**config.mk**
```make
export PLATFORM = sky130hd
export DESIGN_NAME = lm_intr_unit
export DESIGN_NICKNAME = d
export VERILOG_FILES = /design/src/hdl/lmint_pkg.sv /design/src/hdl/lm_intr_unit.sv /design/src/hdl/sync_pair.sv /design/src/hdl/frame_mover.sv
export SDC_FILE = /design/constraint.sdc
export NUM_CORES = 2
export LEC_CHECK = 0
export BUFFER_PORTS_ARGS = -buffer_cell sky130_fd_sc_hd__buf_2
export CORE_ASPECT_RATIO = 0.7
export CORE_MARGIN = 10
export CORE_UTILIZATION = 40
export DETAILED_ROUTE_END_ITERATION = 10
export PLACE_DENSITY = 0.53
export RECOVER_POWER = 100
export SYNTH_ARGS = -nofsm -noshare
export SYNTH_HDL_FRONTEND = slang
export SYNTH_SLANG_ARGS = --single-unit
```
**constraint.sdc**
```tcl
create_clock -name MCLK -period 4 [get_ports MCLK]
set_input_delay 0.8 -clock MCLK [delete_from_list [all_inputs] [get_ports MCLK]]
set_output_delay 0.8 -clock MCLK [all_outputs]
set_load 0.02 [all_outputs]
```
**src/hdl/lmint_pkg.sv**
```systemverilog
package lmint_pkg;
	// register byte offsets, word aligned on the bus
	localparam logic [7:0] A_CTRL = 8'h00;
	localparam logic [7:0] A_PRIO = 8'h04;
	localparam logic [7:0] A_GATE = 8'h08;
	localparam logic [7:0] A_CMD = 8'h0C;
	localparam logic [7:0] A_STATUS = 8'h10;
	localparam logic [7:0] A_INDEX = 8'h14;
	localparam logic [7:0] A_SP_LO = 8'h18;
	localparam logic [7:0] A_SP_HI = 8'h1C;
	localparam logic [7:0] A_SAVED_LO = 8'h20;
	localparam logic [7:0] A_SAVED_HI = 8'h24;
	localparam logic [7:0] A_TBASE_LO = 8'h28;
	localparam logic [7:0] A_TBASE_HI = 8'h2C;
	localparam logic [7:0] A_TLIMIT = 8'h30;
	localparam logic [7:0] A_TASKREG = 8'h34;
	localparam logic [7:0] A_IOMAP = 8'h38;
	localparam logic [7:0] A_SSSEL = 8'h3C;
	localparam logic [7:0] A_TSB_FIRST = 8'h40;
	localparam logic [7:0] A_TSB_LAST = 8'h8C;
	// gate descriptor type codes
	localparam logic [3:0] GT_CALL16 = 4'h4;
	localparam logic [3:0] GT_TASK = 4'h5;
	localparam logic [3:0] GT_CALL32 = 4'hC;
	// task state block entry: privilege stacks 0..2, then alternate stacks 1..7
	localparam logic [3:0] ALT_BASE = 4'h2;
	localparam logic [3:0] TSB_TYPE64 = 4'h9;
	// frame geometry
	localparam logic [3:0] SLOT64 = 4'h8;
	localparam logic [3:0] SLOT32 = 4'h4;
	localparam logic [3:0] SLOT16 = 4'h2;
	localparam logic [3:0] ITEMS_FULL = 4'h5;
	localparam logic [3:0] ITEMS_SHORT = 4'h3;
	localparam logic [1:0] PRIV_USER = 2'h3;
	localparam logic [15:0] SEL_NULL = 16'h0000;
	// reset values
	localparam logic [3:0] RST_PRIO = 4'h0;
	localparam logic [9:0] RST_GATE = 10'h00E;
	localparam logic [1:0] RST_PRIV = 2'h0;
	typedef enum logic [3:0] {
		S_IDLE = 4'b0001,
		S_CHECK = 4'b0010,
		S_MOVE = 4'b0100,
		S_DONE = 4'b1000
	} state_e;
endpackage : lmint_pkg

```
**src/hdl/lm_intr_unit.sv**
```systemverilog
`timescale 1ns/10ps
module lm_intr_unit (
	input wire logic MCLK, // core clock, 40 MHz
	input wire logic RESET_N, // asynchronous reset
	input wire logic HSEL, // slave select
	input wire logic [31:0] HADDR, // byte address
	input wire logic [1:0] HTRANS, // transfer type
	input wire logic HWRITE, // write not read
	input wire logic [2:0] HSIZE, // word transfers only
	input wire logic [31:0] HWDATA, // write data
	input wire logic HREADY, // bus ready
	input wire logic EXT_INT, // external interrupt request level
	input wire logic [7:0] EXT_VEC, // external interrupt vector
	output logic [31:0] HRDATA, // read data
	output logic HREADYOUT, // slave ready
	output logic HRESP, // always OKAY
	output logic HANDLER_64, // core runs 64-bit code
	output logic PROT_FAULT, // protection fault pulse
	output logic EXT_ACK // external request taken pulse
);
	import lmint_pkg::*;
	typedef struct packed {
		state_e st;
		logic long_en;
		logic code64;
		logic [1:0] cur_priv;
		logic [3:0] prio;
		logic [9:0] gate;
		logic [7:0] vec;
		logic ret;
		logic op64;
		logic tgt64;
		logic ss_null_in;
		logic [1:0] ret_priv;
		logic fault;
		logic switched;
		logic ss_null_loaded;
		logic [3:0] items;
		logic [3:0] slot;
		logic [11:0] idx;
		logic [63:0] sp;
		logic [63:0] saved_sp;
		logic [15:0] ss_sel;
		logic [63:0] tbase;
		logic [15:0] tlimit;
		logic task_reg_ok;
		logic [15:0] iomap;
		logic [9:0][63:0] tsb;
		logic [7:0] a_addr;
		logic a_wr;
		logic a_rd;
		logic [31:0] rdata;
		logic go;
		logic fault_pulse;
		logic ack_pulse;
		logic [3:0] cls;
	} unit_s;
	unit_s q, d;
	logic [8:0] ext_sync;
	logic mv_busy;
	logic mv_done;
	logic [7:0] mv_bytes;
	logic accept;
	logic ent_bad;
	logic ret_bad;
	logic up_priv;
	logic down_priv;
	logic [2:0] alt_idx;

	function automatic logic [11:0] table_index(input logic [7:0] v, input logic lm);
		table_index = lm ? {v, 4'h0} : {1'b0, v, 3'h0};
	endfunction : table_index

	function automatic logic [63:0] word_merge(input logic [63:0] old, input logic hi,
		input logic [31:0] w);
		word_merge = hi ? {w, old[31:0]} : {old[63:32], w};
	endfunction : word_merge

	sync_pair u_sync (
		.clk(MCLK),
		.rst_n(RESET_N),
		.async_in({EXT_INT, EXT_VEC}),
		.sync_out(ext_sync)
	);

	frame_mover u_mover (
		.clk(MCLK),
		.rst_n(RESET_N),
		.load(q.go),
		.items(q.items),
		.item_bytes(q.slot),
		.busy(mv_busy),
		.done(mv_done),
		.total_bytes(mv_bytes)
	);

	assign accept = HSEL && HTRANS[1] && HREADY;
	assign alt_idx = q.gate[6:4];
	assign up_priv = (q.gate[9:8] < q.cur_priv);
	assign down_priv = (q.ret_priv > q.cur_priv);
	// long mode has no task switching and no 16-bit call gates
	assign ent_bad = q.long_en && (q.gate[3:0] == GT_TASK || q.gate[3:0] == GT_CALL16);
	assign ret_bad = q.long_en && q.ss_null_in && !(q.tgt64 && q.ret_priv != PRIV_USER);

	always_comb begin
		d = q;
		d.go = 1'b0;
		d.fault_pulse = 1'b0;
		d.ack_pulse = 1'b0;
		d.a_wr = 1'b0;
		d.a_rd = 1'b0;
		// bus address phase; reads get one wait state so writes land first
		if (accept) begin
			d.a_addr = HADDR[7:0];
			d.a_wr = HWRITE;
			d.a_rd = !HWRITE;
		end
		if (q.a_rd) begin
			d.rdata = 32'h0000_0000;
			unique case (q.a_addr)
				A_CTRL: d.rdata = {28'h000_0000, q.cur_priv, q.code64, q.long_en};
				A_PRIO: d.rdata = {28'h000_0000, q.prio};
				A_GATE: d.rdata = {22'h00_0000, q.gate};
				A_STATUS: d.rdata = {16'h0000, q.cls, q.slot, q.items, q.ss_null_loaded,
					q.switched, q.fault, q.st != S_IDLE};
				A_INDEX: d.rdata = {20'h0_0000, q.idx};
				A_SP_LO: d.rdata = q.sp[31:0];
				A_SP_HI: d.rdata = q.sp[63:32];
				A_SAVED_LO: d.rdata = q.saved_sp[31:0];
				A_SAVED_HI: d.rdata = q.saved_sp[63:32];
				A_TBASE_LO: d.rdata = q.tbase[31:0];
				A_TBASE_HI: d.rdata = q.tbase[63:32];
				A_TLIMIT: d.rdata = {16'h0000, q.tlimit};
				A_TASKREG: d.rdata = {31'h0000_0000, q.task_reg_ok};
				A_IOMAP: d.rdata = {16'h0000, q.iomap};
				A_SSSEL: d.rdata = {16'h0000, q.ss_sel};
				default: begin
					if (q.a_addr >= A_TSB_FIRST && q.a_addr <= A_TSB_LAST) begin
						d.rdata = q.a_addr[2] ? q.tsb[4'(q.a_addr[7:3] - 5'h08)][63:32]
							: q.tsb[4'(q.a_addr[7:3] - 5'h08)][31:0];
					end
				end
			endcase
		end
		// bus data phase of a write
		if (q.a_wr) begin
			unique case (q.a_addr)
				A_CTRL: begin
					d.long_en = HWDATA[0];
					d.code64 = HWDATA[1];
					d.cur_priv = HWDATA[3:2];
				end
				A_PRIO: d.prio = HWDATA[3:0];
				A_GATE: d.gate = HWDATA[9:0];
				A_CMD: begin
					// commands while busy are dropped
					if (q.st == S_IDLE) begin
						d.vec = HWDATA[7:0];
						d.ret = HWDATA[8];
						d.op64 = HWDATA[9];
						d.tgt64 = HWDATA[10];
						d.ss_null_in = HWDATA[11];
						d.ret_priv = HWDATA[13:12];
						d.st = S_CHECK;
					end
				end
				A_STATUS: begin
					if (HWDATA[1]) begin
						d.fault = 1'b0;
					end
				end
				A_SP_LO: d.sp = word_merge(q.sp, 1'b0, HWDATA);
				A_SP_HI: d.sp = word_merge(q.sp, 1'b1, HWDATA);
				A_TBASE_LO: d.tbase = word_merge(q.tbase, 1'b0, HWDATA);
				// a write from legacy code clears the upper 32 bits of the base
				A_TBASE_HI: d.tbase = word_merge(q.tbase, 1'b1,
					q.code64 ? HWDATA : 32'h0000_0000);
				A_TLIMIT: d.tlimit = HWDATA[15:0];
				A_TASKREG: begin
					// in long mode only the 64-bit type, and only from 64-bit code
					d.task_reg_ok = !q.long_en || (HWDATA[3:0] == TSB_TYPE64 && q.code64);
					if (q.long_en && !(HWDATA[3:0] == TSB_TYPE64 && q.code64)) begin
						d.fault = 1'b1;
						d.fault_pulse = 1'b1;
					end
				end
				A_IOMAP: d.iomap = HWDATA[15:0];
				default: begin
					if (q.a_addr >= A_TSB_FIRST && q.a_addr <= A_TSB_LAST) begin
						d.tsb[4'(q.a_addr[7:3] - 5'h08)] = word_merge(
							q.tsb[4'(q.a_addr[7:3] - 5'h08)], q.a_addr[2], HWDATA);
					end
				end
			endcase
		end
		unique case (q.st)
			S_IDLE: begin
				// external request only above the current task priority
				if (ext_sync[8] && ext_sync[7:4] != 4'h0 && ext_sync[7:4] > q.prio
					&& !(q.a_wr && q.a_addr == A_CMD)) begin
					d.vec = ext_sync[7:0];
					d.cls = ext_sync[7:4];
					d.ret = 1'b0;
					d.ack_pulse = 1'b1;
					d.st = S_CHECK;
				end
			end
			S_CHECK: begin
				d.switched = 1'b0;
				d.ss_null_loaded = 1'b0;
				d.idx = table_index(q.vec, q.long_en);
				if (!q.ret && ent_bad) begin
					d.fault = 1'b1;
					d.fault_pulse = 1'b1;
					d.st = S_IDLE;
				end else if (!q.ret) begin
					d.slot = q.long_en ? SLOT64 : (q.gate[7] ? SLOT32 : SLOT16);
					d.items = (q.long_en || up_priv) ? ITEMS_FULL : ITEMS_SHORT;
					d.saved_sp = q.sp;
					if (q.long_en && alt_idx != 3'h0) begin
						d.sp = q.tsb[ALT_BASE + {1'b0, alt_idx}];
						d.switched = 1'b1;
					end else if (up_priv) begin
						d.sp = q.tsb[{2'h0, q.gate[9:8]}];
						d.switched = 1'b1;
					end
					if (q.long_en && (up_priv || alt_idx != 3'h0)) begin
						d.ss_sel = SEL_NULL;
						d.ss_null_loaded = 1'b1;
					end
					d.cur_priv = q.gate[9:8];
					d.code64 = q.long_en ? 1'b1 : q.code64;
					d.go = 1'b1;
					d.st = S_MOVE;
				end else if (ret_bad) begin
					d.fault = 1'b1;
					d.fault_pulse = 1'b1;
					d.st = S_IDLE;
				end else begin
					d.slot = (q.long_en && q.code64 && q.op64) ? SLOT64 : SLOT32;
					d.items = ((q.long_en && q.code64) || down_priv) ? ITEMS_FULL
						: ITEMS_SHORT;
					if (q.long_en && q.ss_null_in) begin
						d.ss_sel = SEL_NULL;
						d.ss_null_loaded = 1'b1;
					end
					d.cur_priv = q.ret_priv;
					d.code64 = q.long_en && q.tgt64;
					d.go = 1'b1;
					d.st = S_MOVE;
				end
			end
			S_MOVE: begin
				if (mv_done) begin
					d.sp = q.ret ? q.sp + {56'h0000_0000_0000_00, mv_bytes}
						: q.sp - {56'h0000_0000_0000_00, mv_bytes};
					d.st = S_DONE;
				end
			end
			S_DONE: d.st = S_IDLE;
		endcase
	end

	always_ff @(posedge MCLK or negedge RESET_N) begin
		if (!RESET_N) begin
			q <= '0;
			q.st <= S_IDLE;
			q.prio <= RST_PRIO;
			q.gate <= RST_GATE;
			q.cur_priv <= RST_PRIV;
		end else begin
			q <= d;
		end
	end

	assign HRDATA = q.rdata;
	assign HREADYOUT = !q.a_rd;
	assign HRESP = 1'b0;
	assign HANDLER_64 = q.code64;
	assign PROT_FAULT = q.fault_pulse;
	assign EXT_ACK = q.ack_pulse;

	// entry, return, external request and frame move checks
	property p_index_long;
		@(posedge MCLK) disable iff (!RESET_N)
		(q.st == S_CHECK && q.long_en) |=> (q.idx == {$past(q.vec), 4'h0});
	endproperty
	a_index_long: assert property (p_index_long) else $error("long index not vector*16");
	property p_index_legacy;
		@(posedge MCLK) disable iff (!RESET_N)
		(q.st == S_CHECK && !q.long_en) |=> (q.idx == {1'b0, $past(q.vec), 3'h0});
	endproperty
	a_index_legacy: assert property (p_index_legacy) else $error("legacy index not vector*8");
	property p_task_gate;
		@(posedge MCLK) disable iff (!RESET_N)
		(q.st == S_CHECK && !q.ret && q.long_en && q.gate[3:0] == GT_TASK)
			|=> PROT_FAULT && q.st == S_IDLE;
	endproperty
	a_task_gate: assert property (p_task_gate) else $error("task gate not refused");
	property p_long_frame;
		@(posedge MCLK) disable iff (!RESET_N)
		(q.st == S_CHECK && !q.ret && q.long_en && !ent_bad)
			|=> q.slot == SLOT64 && q.items == ITEMS_FULL && HANDLER_64;
	endproperty
	a_long_frame: assert property (p_long_frame) else $error("long frame shape wrong");
	property p_legacy_frame;
		@(posedge MCLK) disable iff (!RESET_N)
		(q.st == S_CHECK && !q.ret && !q.long_en && !up_priv && !q.gate[7])
			|=> q.slot == SLOT16 && q.items == ITEMS_SHORT;
	endproperty
	a_legacy_frame: assert property (p_legacy_frame) else $error("legacy frame shape wrong");
	property p_null_sel;
		@(posedge MCLK) disable iff (!RESET_N)
		(q.st == S_CHECK && !q.ret && q.long_en && !ent_bad && up_priv)
			|=> q.ss_sel == SEL_NULL && q.switched && q.saved_sp == $past(q.sp);
	endproperty
	a_null_sel: assert property (p_null_sel) else $error("stack switch state wrong");
	property p_ret64;
		@(posedge MCLK) disable iff (!RESET_N)
		(q.st == S_CHECK && q.ret && q.long_en && q.code64 && q.op64 && !ret_bad)
			|=> q.items == ITEMS_FULL && q.slot == SLOT64;
	endproperty
	a_ret64: assert property (p_ret64) else $error("64-bit return pops wrong");
	property p_null_refused;
		@(posedge MCLK) disable iff (!RESET_N)
		(q.st == S_CHECK && q.ret && q.long_en && q.ss_null_in && q.ret_priv == PRIV_USER)
			|=> PROT_FAULT;
	endproperty
	a_null_refused: assert property (p_null_refused) else $error("null selector accepted");
	property p_ext_class;
		@(posedge MCLK) disable iff (!RESET_N)
		EXT_ACK |-> q.cls > q.prio && q.cls != 4'h0 && q.st == S_CHECK;
	endproperty
	a_ext_class: assert property (p_ext_class) else $error("request taken at low class");
	property p_move_ends;
		@(posedge MCLK) disable iff (!RESET_N)
		$rose(q.st == S_MOVE) |-> ##[1:18] q.st == S_DONE;
	endproperty
	a_move_ends: assert property (p_move_ends) else $error("frame move never ends");
	c_long_entry: cover property (@(posedge MCLK) q.st == S_CHECK && q.long_en && !q.ret);
	c_return: cover property (@(posedge MCLK) q.st == S_CHECK && q.ret && !ret_bad);
	c_fault: cover property (@(posedge MCLK) PROT_FAULT);
	c_ext: cover property (@(posedge MCLK) EXT_ACK);
endmodule : lm_intr_unit

```
**src/hdl/sync_pair.sv**
```systemverilog
`timescale 1ns/10ps
module sync_pair (
	input wire logic clk, // core clock
	input wire logic rst_n, // asynchronous reset, active low
	input wire logic [8:0] async_in, // levels from outside the clock domain
	output logic [8:0] sync_out // levels safe to read
);
	typedef struct packed {
		logic [8:0] first;
		logic [8:0] second;
	} sync_s;
	sync_s q, d;
	// first stage feeds the second stage only
	always_comb begin
		d = q;
		d.first = async_in;
		d.second = q.first;
	end
	always_ff @(posedge clk or negedge rst_n) begin
		if (!rst_n) begin
			q <= '0;
		end else begin
			q <= d;
		end
	end
	assign sync_out = q.second;
endmodule : sync_pair

```
**src/hdl/frame_mover.sv**
```systemverilog
`timescale 1ns/10ps
module frame_mover (
	input wire logic clk, // core clock
	input wire logic rst_n, // asynchronous reset, active low
	input wire logic load, // start moving a frame
	input wire logic [3:0] items, // number of frame slots
	input wire logic [3:0] item_bytes, // width of one slot in bytes
	output logic busy, // slots still to move
	output logic done, // pulse after the last slot
	output logic [7:0] total_bytes // bytes moved so far
);
	typedef struct packed {
		logic [3:0] left;
		logic [3:0] step;
		logic [7:0] total;
		logic done;
	} mover_s;
	mover_s q, d;
	// one slot per cycle; total is the stack pointer adjustment
	always_comb begin
		d = q;
		d.done = 1'b0;
		if (load) begin
			d.left = items;
			d.step = item_bytes;
			d.total = 8'h00;
		end else if (q.left != 4'h0) begin
			d.left = q.left - 4'h1;
			d.total = q.total + {4'h0, q.step};
			d.done = (q.left == 4'h1);
		end
	end
	always_ff @(posedge clk or negedge rst_n) begin
		if (!rst_n) begin
			q <= '0;
		end else begin
			q <= d;
		end
	end
	assign busy = (q.left != 4'h0);
	assign done = q.done;
	assign total_bytes = q.total;
endmodule : frame_mover

```
Word-level counts from Yosys, hierarchy flattened:

Index checks and enable logic that the tools add are counted.

* magnitude comparators: 9
* muxes and demuxes: 88
* bitwise operators: 5
* eq/ne operators: 28
* add/subtract/negate cells: 6
* reductions and logical operators: 53

Operators by type and width (count)
* bitwise mux 640 bit: 1
* 2-to-1 mux 64 bit: 10
* binary-select mux 64 bit (select 4 bit): 2
* case mux 32 bit (15 select lines): 1
* case mux 64 bit (2 select lines): 3
* demux 64 bit (select 4 bit): 1
* 2-to-1 mux 144 bit: 1
* binary-select mux 64 bit (select 2 bit): 1
* 2-to-1 mux 128 bit: 1
* 2-to-1 mux 32 bit: 3
* adder 64 x 8 -> 64 bit: 1
* equality test 8 x 6 -> 1 bit (second input constant): 8
* 2-to-1 mux 16 bit: 4
* subtractor 64 x 8 -> 64 bit: 1
* 2-to-1 mux 9 bit: 5
* 2-to-1 mux 4 bit: 10
* 2-to-1 mux 37 bit: 1
* equality test 8 x 5 -> 1 bit (second input constant): 4
* 2-to-1 mux 3 bit: 10
* 2-to-1 mux 14 bit: 2
* 2-to-1 mux 23 bit: 1
* 2-to-1 mux 1 bit: 21
* logical AND 1 bit: 20
* 2-to-1 mux 10 bit: 2
* other kinds (39): 75

* input bits: 83
* logic and storage cells: 239
* bits in registers: 1024

Longest topological paths before layout:

* word-level depth: 11
* gate-level depth with buffers: 18

Hierarchy:

Synthesis repeated with hierarchy kept, for this count alone.

* cells, all modules: 5560
* area, all modules: 56255.2 um2

Modules (own cells, without submodules)
* lm_intr_unit: instances 1, area an instance 54802.6 um2, cells an instance 5450
* frame_mover: instances 1, area an instance 1002.2 um2, cells an instance 92
* sync_pair: instances 1, area an instance 450.4 um2, cells an instance 18

Least setup slack after synthesis:

No wires, ideal clock.

* path kind: flip-flop to flip-flop
* from: reg u_mover.q, in the netlist u_mover.total_bytes[4]
* to: reg q[927] in the netlist's numbering
* buffers on the path: 2
* stages on the path, launching flop included: 18
* setup time: 142 ps
* setup slack: 114 ps
* arrival time: 3743 ps
* cell sequence: dfrtp_1 -> clkbuf_1 -> nor3_1 -> nand2b_1 -> nor2_1 -> a21oi_1 -> ha_1 -> clkbuf_1 -> a21oi_1 -> o21ai_0 -> a21oi_1 -> o221ai_1 -> o21bai_2 -> a31oi_1 -> o41ai_2 -> a211oi_1 -> xor2_1 -> o221ai_1

RTL lines
* from (decl): line frame_mover.sv:18 `mover_s q, d;`
* from (signal assigned): line frame_mover.sv:35 `q <= '0;`
* from (signal assigned): line frame_mover.sv:37 `q <= d;`
* to (decl): line lm_intr_unit.sv:58 `unit_s q, d;`

Final worst setup path:

* from: reg q[46] in the netlist's numbering
* to: reg q, in the netlist HRDATA[13]

* longest elaborated chain between the ends: 6

RTL lines
* subtractor 4 bit: line lm_intr_unit.sv:139, lm_intr_unit.sv:140
* binary-select mux 64 bit (select 4 bit): line lm_intr_unit.sv:139, lm_intr_unit.sv:140
* 2-to-1 mux 64 bit (not written as such): line lm_intr_unit.sv:139 `d.rdata = q.a_addr[2] ? q.tsb[4'(q.a_addr[7:3] - 5'h08)][63:32]`
* 2-to-1 mux 32 bit: line lm_intr_unit.sv:139
* 2-to-1 mux 32 bit: line lm_intr_unit.sv:138 `if (q.a_addr >= A_TSB_FIRST && q.a_addr <= A_TSB_LAST) begin`
* case mux 32 bit (15 select lines) *: line lm_intr_unit.sv:120 `unique case (q.a_addr)`

Every way passes the cells marked *; elsewhere a longest branch is shown, timed or not. The select of a mux whose other input is x is not followed.
A chain may end at the register's enable or synchronous reset.

==> impl_summary.log <==
INFO  metric run_status = finished with violations
INFO  metric violated_checks = max-capacitance violations, max-slew violations, negative setup slack
INFO  metric cts_sinks = 1,002
INFO  metric timing.final.setup_violations = 1
INFO  metric drv_cap = 8
INFO  metric syn-num-nets = 5,005
INFO  metric gr-usage-all-layers = 26.0%
INFO  metric start_util = 40.2%
INFO  metric timing.reg2reg.worst_path_depth = 6
INFO  metric max_root_sink_buffers = 3
INFO  metric minimum_hold_slack = 0.187 ns
INFO  metric fin_worst_skew = 0.0384 ns
INFO  metric insertion_delay = 0.74 ns
INFO  metric cts_tree = done
INFO  metric synth.cell_area = 57,300 sq um
INFO  metric postLayoutCellArea = 66,000 sq um
INFO  metric path_max_fanout = 23
INFO  metric synth.largest_area_cell = sky130_fd_sc_hd__dfrtp_1
INFO  metric area_added_between_synthesis_and_finish = 15.2%
INFO  metric worstPathCellList = clkbuf_1, mux2_2, a21oi_1, o21ai_0, nand2_1, a31oi_1
INFO  metric yosys_most_used_dff = sky130_fd_sc_hd__dfrtp_1
INFO  metric die_outline_area = 159,000 sq um
INFO  metric gr-total-overflow = 0
INFO  metric slew-limit-headroom = -46.9%
INFO  metric postSynthRegisterBits = 1,002
INFO  metric htree_num_levels = 3
INFO  metric timing.rr.start = q[46]$_DFFE_PN0P_
INFO  metric grt_first_pass_wirelength = 310,000 um
INFO  metric yosys_warn_count = 0
INFO  metric vias = 43,800
INFO  metric core.rowCount = 116
INFO  metric critical_path.startpoint = q[46]$_DFFE_PN0P_
INFO  metric critical_path_class = reg -> reg
INFO  metric number_of_enable_flip_flop_cells_after_synthesis = 0
INFO  metric path_delay_family = buffers and inverters
INFO  metric ios = 120
INFO  metric max_freq = 248 MHz
INFO  metric worstPathRequired = 4.63 ns
INFO  metric n_fill_cell = 13,100
INFO  metric async_flop_share = 100%
INFO  metric vdd_ir_drop_max = 0.557 mV
INFO  metric timing.final.crit_share = 101%
INFO  metric cp-start-kind = flop
INFO  metric routed_wl = 212,000 um
INFO  metric layout-drive-gt1-share = 37.4%
INFO  metric critPathCaptureType = flop
INFO  metric final-max-slew-violation-count = 249
INFO  metric grt_start_max_net_pins = 87
INFO  metric critical_path.reg2reg.endpoint = HRDATA[13]$_DFFE_PN0P_
INFO  metric final.setup.worst_slack = -0.0344 ns
INFO  metric design_power_total = 46.5 mW
INFO  metric min_period = 4.03 ns
INFO  metric cts.clk_slew.worst_paths = 0.06 ns
INFO  metric path_depth = 6
INFO  metric ctsRootBufferMaster = sky130_fd_sc_hd__clkbuf_16
INFO  metric power.static_leakage = 28.6 nW
INFO  metric power.density_cell_area = 705 nW/um^2
INFO  metric count_of_nets_after_finishing = 5,204
INFO  metric routabilityCongestion = 0.973
INFO  metric hold_viol = 0
INFO  metric worstSetupEndpoint = HRDATA[13]$_DFFE_PN0P_
INFO  metric synth_top_cell_area_share = 43.6%
INFO  metric detail_route.iter0.violations = 4,923
INFO  metric final_standard_cell_utilization_of_the_core = 46.3%
INFO  metric die-width = 472 um
INFO  metric viasPerCell = 6.24
INFO  metric detailed_place_hpwl = 139,000 um
INFO  metric detailedPlace.worstSlack = -0.263 ns
INFO  metric placement.io_buffers = 90
INFO  metric post_dp_cell_area = 62,200 sq um
INFO  metric average_routed_wire_per_standard_cell = 30.2 um
INFO  metric critical_path.n_buffers_inverters = 1
INFO  metric ys_top_cells_by_area = sky130_fd_sc_hd__dfrtp_1 44%, sky130_fd_sc_hd__mux2_2 17%, sky130_fd_sc_hd__mux4_2 13%, sky130_fd_sc_hd__nand2_1 4.0%, sky130_fd_sc_hd__mux2i_1 2.7%
INFO  metric drcViolationCount = 0
INFO  metric numCtsBuffers = 103
INFO  metric top_post_synthesis_cells_by_count = 998 x sky130_fd_sc_hd__dfrtp_1, 878 x sky130_fd_sc_hd__mux2_2, 617 x sky130_fd_sc_hd__nand2_1, 320 x sky130_fd_sc_hd__mux4_2, 250 x sky130_fd_sc_hd__o21ai_0
INFO  metric die_y = 337 um
INFO  metric synth.avg_cell_area = 11.8 sq um
INFO  metric antenna_found_initial = 5
INFO  metric synth.lib_cells_used.distinct = 86
INFO  metric tightest_slew = 2.20 ns
INFO  metric critical_path.slowest_cell = sky130_fd_sc_hd__clkbuf_1
INFO  metric via_count_of_the_first_global_routing_pass = 43,100
INFO  metric postCtsHoldBufs = 0
INFO  metric drt.antenna.violating_nets = 0
INFO  metric arrival = 4.67 ns
INFO  metric yosys.cell_count.top_type = sky130_fd_sc_hd__dfrtp_1
INFO  metric rsz0062_at_grt = true
INFO  metric min_path_type = in -> reg
INFO  metric yosysSeqAreaShare = 43.8%
INFO  metric syn_inst = 4,842
INFO  metric critPathMaxStageDelay = 1.56 ns
INFO  metric r2r_setup_slack = -0.03 ns
INFO  metric core_area = 143,000 sq um
INFO  metric drt_pre_antenna_iters = 7
[registers in the layout, indices dropped and copies added (netlist names)]
| name | flops |
|---|---|
| HANDLER_64 | 1 |
| EXT_ACK | 1 |
| u_sync.sync_out | 9 |
| alt_idx | 3 |
| u_mover.q | 7 |
| u_sync.d | 9 |
| u_mover.done | 1 |
| HRDATA | 32 |
| u_mover.total_bytes | 8 |
| q | 930 |
| PROT_FAULT | 1 |
[stage by stage]
stage | cells | TNS (ns)
floorplan | 4842 | 0
global placement | 6812 | -3.86
detailed placement | 6812 | -2.65
CTS | 7005 | 0
global route | 7017 | -1.04
finish | 7017 | -0.0344
[metal layers]
| metal | vias to the layer above | global-route usage (%) | part of all wire (%) |
|---|---|---|---|
| met4 | 2 | 7.50 | 3.2 |
| met5 | - | 0 | 0.0061 |
| met2 | 2106 | 38.5 | 43 |
| met1 | 22800 | 38.6 | 45 |
| met3 | 317 | 4.99 | 8.6 |
| li1 | 18600 | - | - |
[where the power goes]
group	internal [mW]	leakage (nW)	switching, mW
logic	10.1	14.4	12.6
registers	11.7	12.4	1.89
clock network	5.88	1.75	4.41
[cells by family (layout without fill, tap and decap cells)]
group                      Yosys count  count (layout)  synth area share, %
buffers and inverters              458             744                 3.51
other                                1               2              0.00655
adders and majority gates           80              80                 1.76
xor gates and xnor gates            66              66                 1.01
DFF                               1002            1002                 43.8
AOI/OAI and AO/OA                  882             882                 10.1
muxes                             1351            1351                 32.5
and+or+nand+nor                   1002            1002                 7.29
[cell usage in the layout (no fill, tap or decap), drive strengths merged, types with 10 or more instances in the layout]
cell type  synthesis  layout
ha                79      79
dfrtp            998     998
bufinv             0      10
o22a              17      17
xnor2             35      35
nor3              25      25
inv               46      48
clkbuf           253     233
a31oi             21      21
o22ai             10      10
mux2             878     878
o21ai            258     258
mux2i            153     153
a211oi            11      11
a21oi            204     204
a41oi             18      18
a22o              24      24
a22oi            113     113
nand2b            12      12
mux4             320     320
o221ai            42      42
nor2             204     204
a222oi            47      47
a221oi            31      31
buf              156     419
nand2            618     618
a21o              31      31
o21bai            10      10
xor2              31      31
nand4             40      40
and3              11      11
nand3             43      43
nor2b             15      15
clkinv             2      30
[worst min path at each step]
| stage | from | to | slack (ns) | cells after the start |
|---|---|---|---|---|
| 2_1_floorplan | u_sync.d[0]$_DFF_PN0_ | u_sync.sync_out[0]$_DFF_PN0_ | 0.33 | 0 |
| 6_report | EXT_VEC[1] | u_sync.d[1]$_DFF_PN0_ | 0.19 | 1 |
| 3_5_place_dp | u_sync.d[3]$_DFF_PN0_ | u_sync.sync_out[3]$_DFF_PN0_ | 0.34 | 0 |
| 4_1_cts | RESET_N | q[448]$_DFFE_PN0P_ | 0.06 | 1 |
| 5_1_grt | EXT_VEC[0] | u_sync.d[0]$_DFF_PN0_ | 0.16 | 1 |
| 3_3_place_gp | u_sync.d[3]$_DFF_PN0_ | u_sync.sync_out[3]$_DFF_PN0_ | 0.34 | 0 |
[final cells by class]
cell class / instances / area (sq um) / share of cell area, %
multi-input cells: 3382 / 30900 / 46.8
flip-flops and latches: 1002 / 25100 / 38.0
repair buffers: 504 / 3940 / 5.96
clock buffers: 149 / 3000 / 4.55
well taps: 1888 / 2360 / 3.58
clock inverters: 43 / 551 / 0.834
inverters: 48 / 180 / 0.273
diodes: 1 / 2.50 / 0.00379
[timing repair]
action	in CTS	in global routing
setup buffers	1	13
endpoints found under the setup margin	24	30
pin swaps	3	30
resized for setup	18	90
gates cloned	0	0
Note: power is estimated with default switching activity, not from simulation.
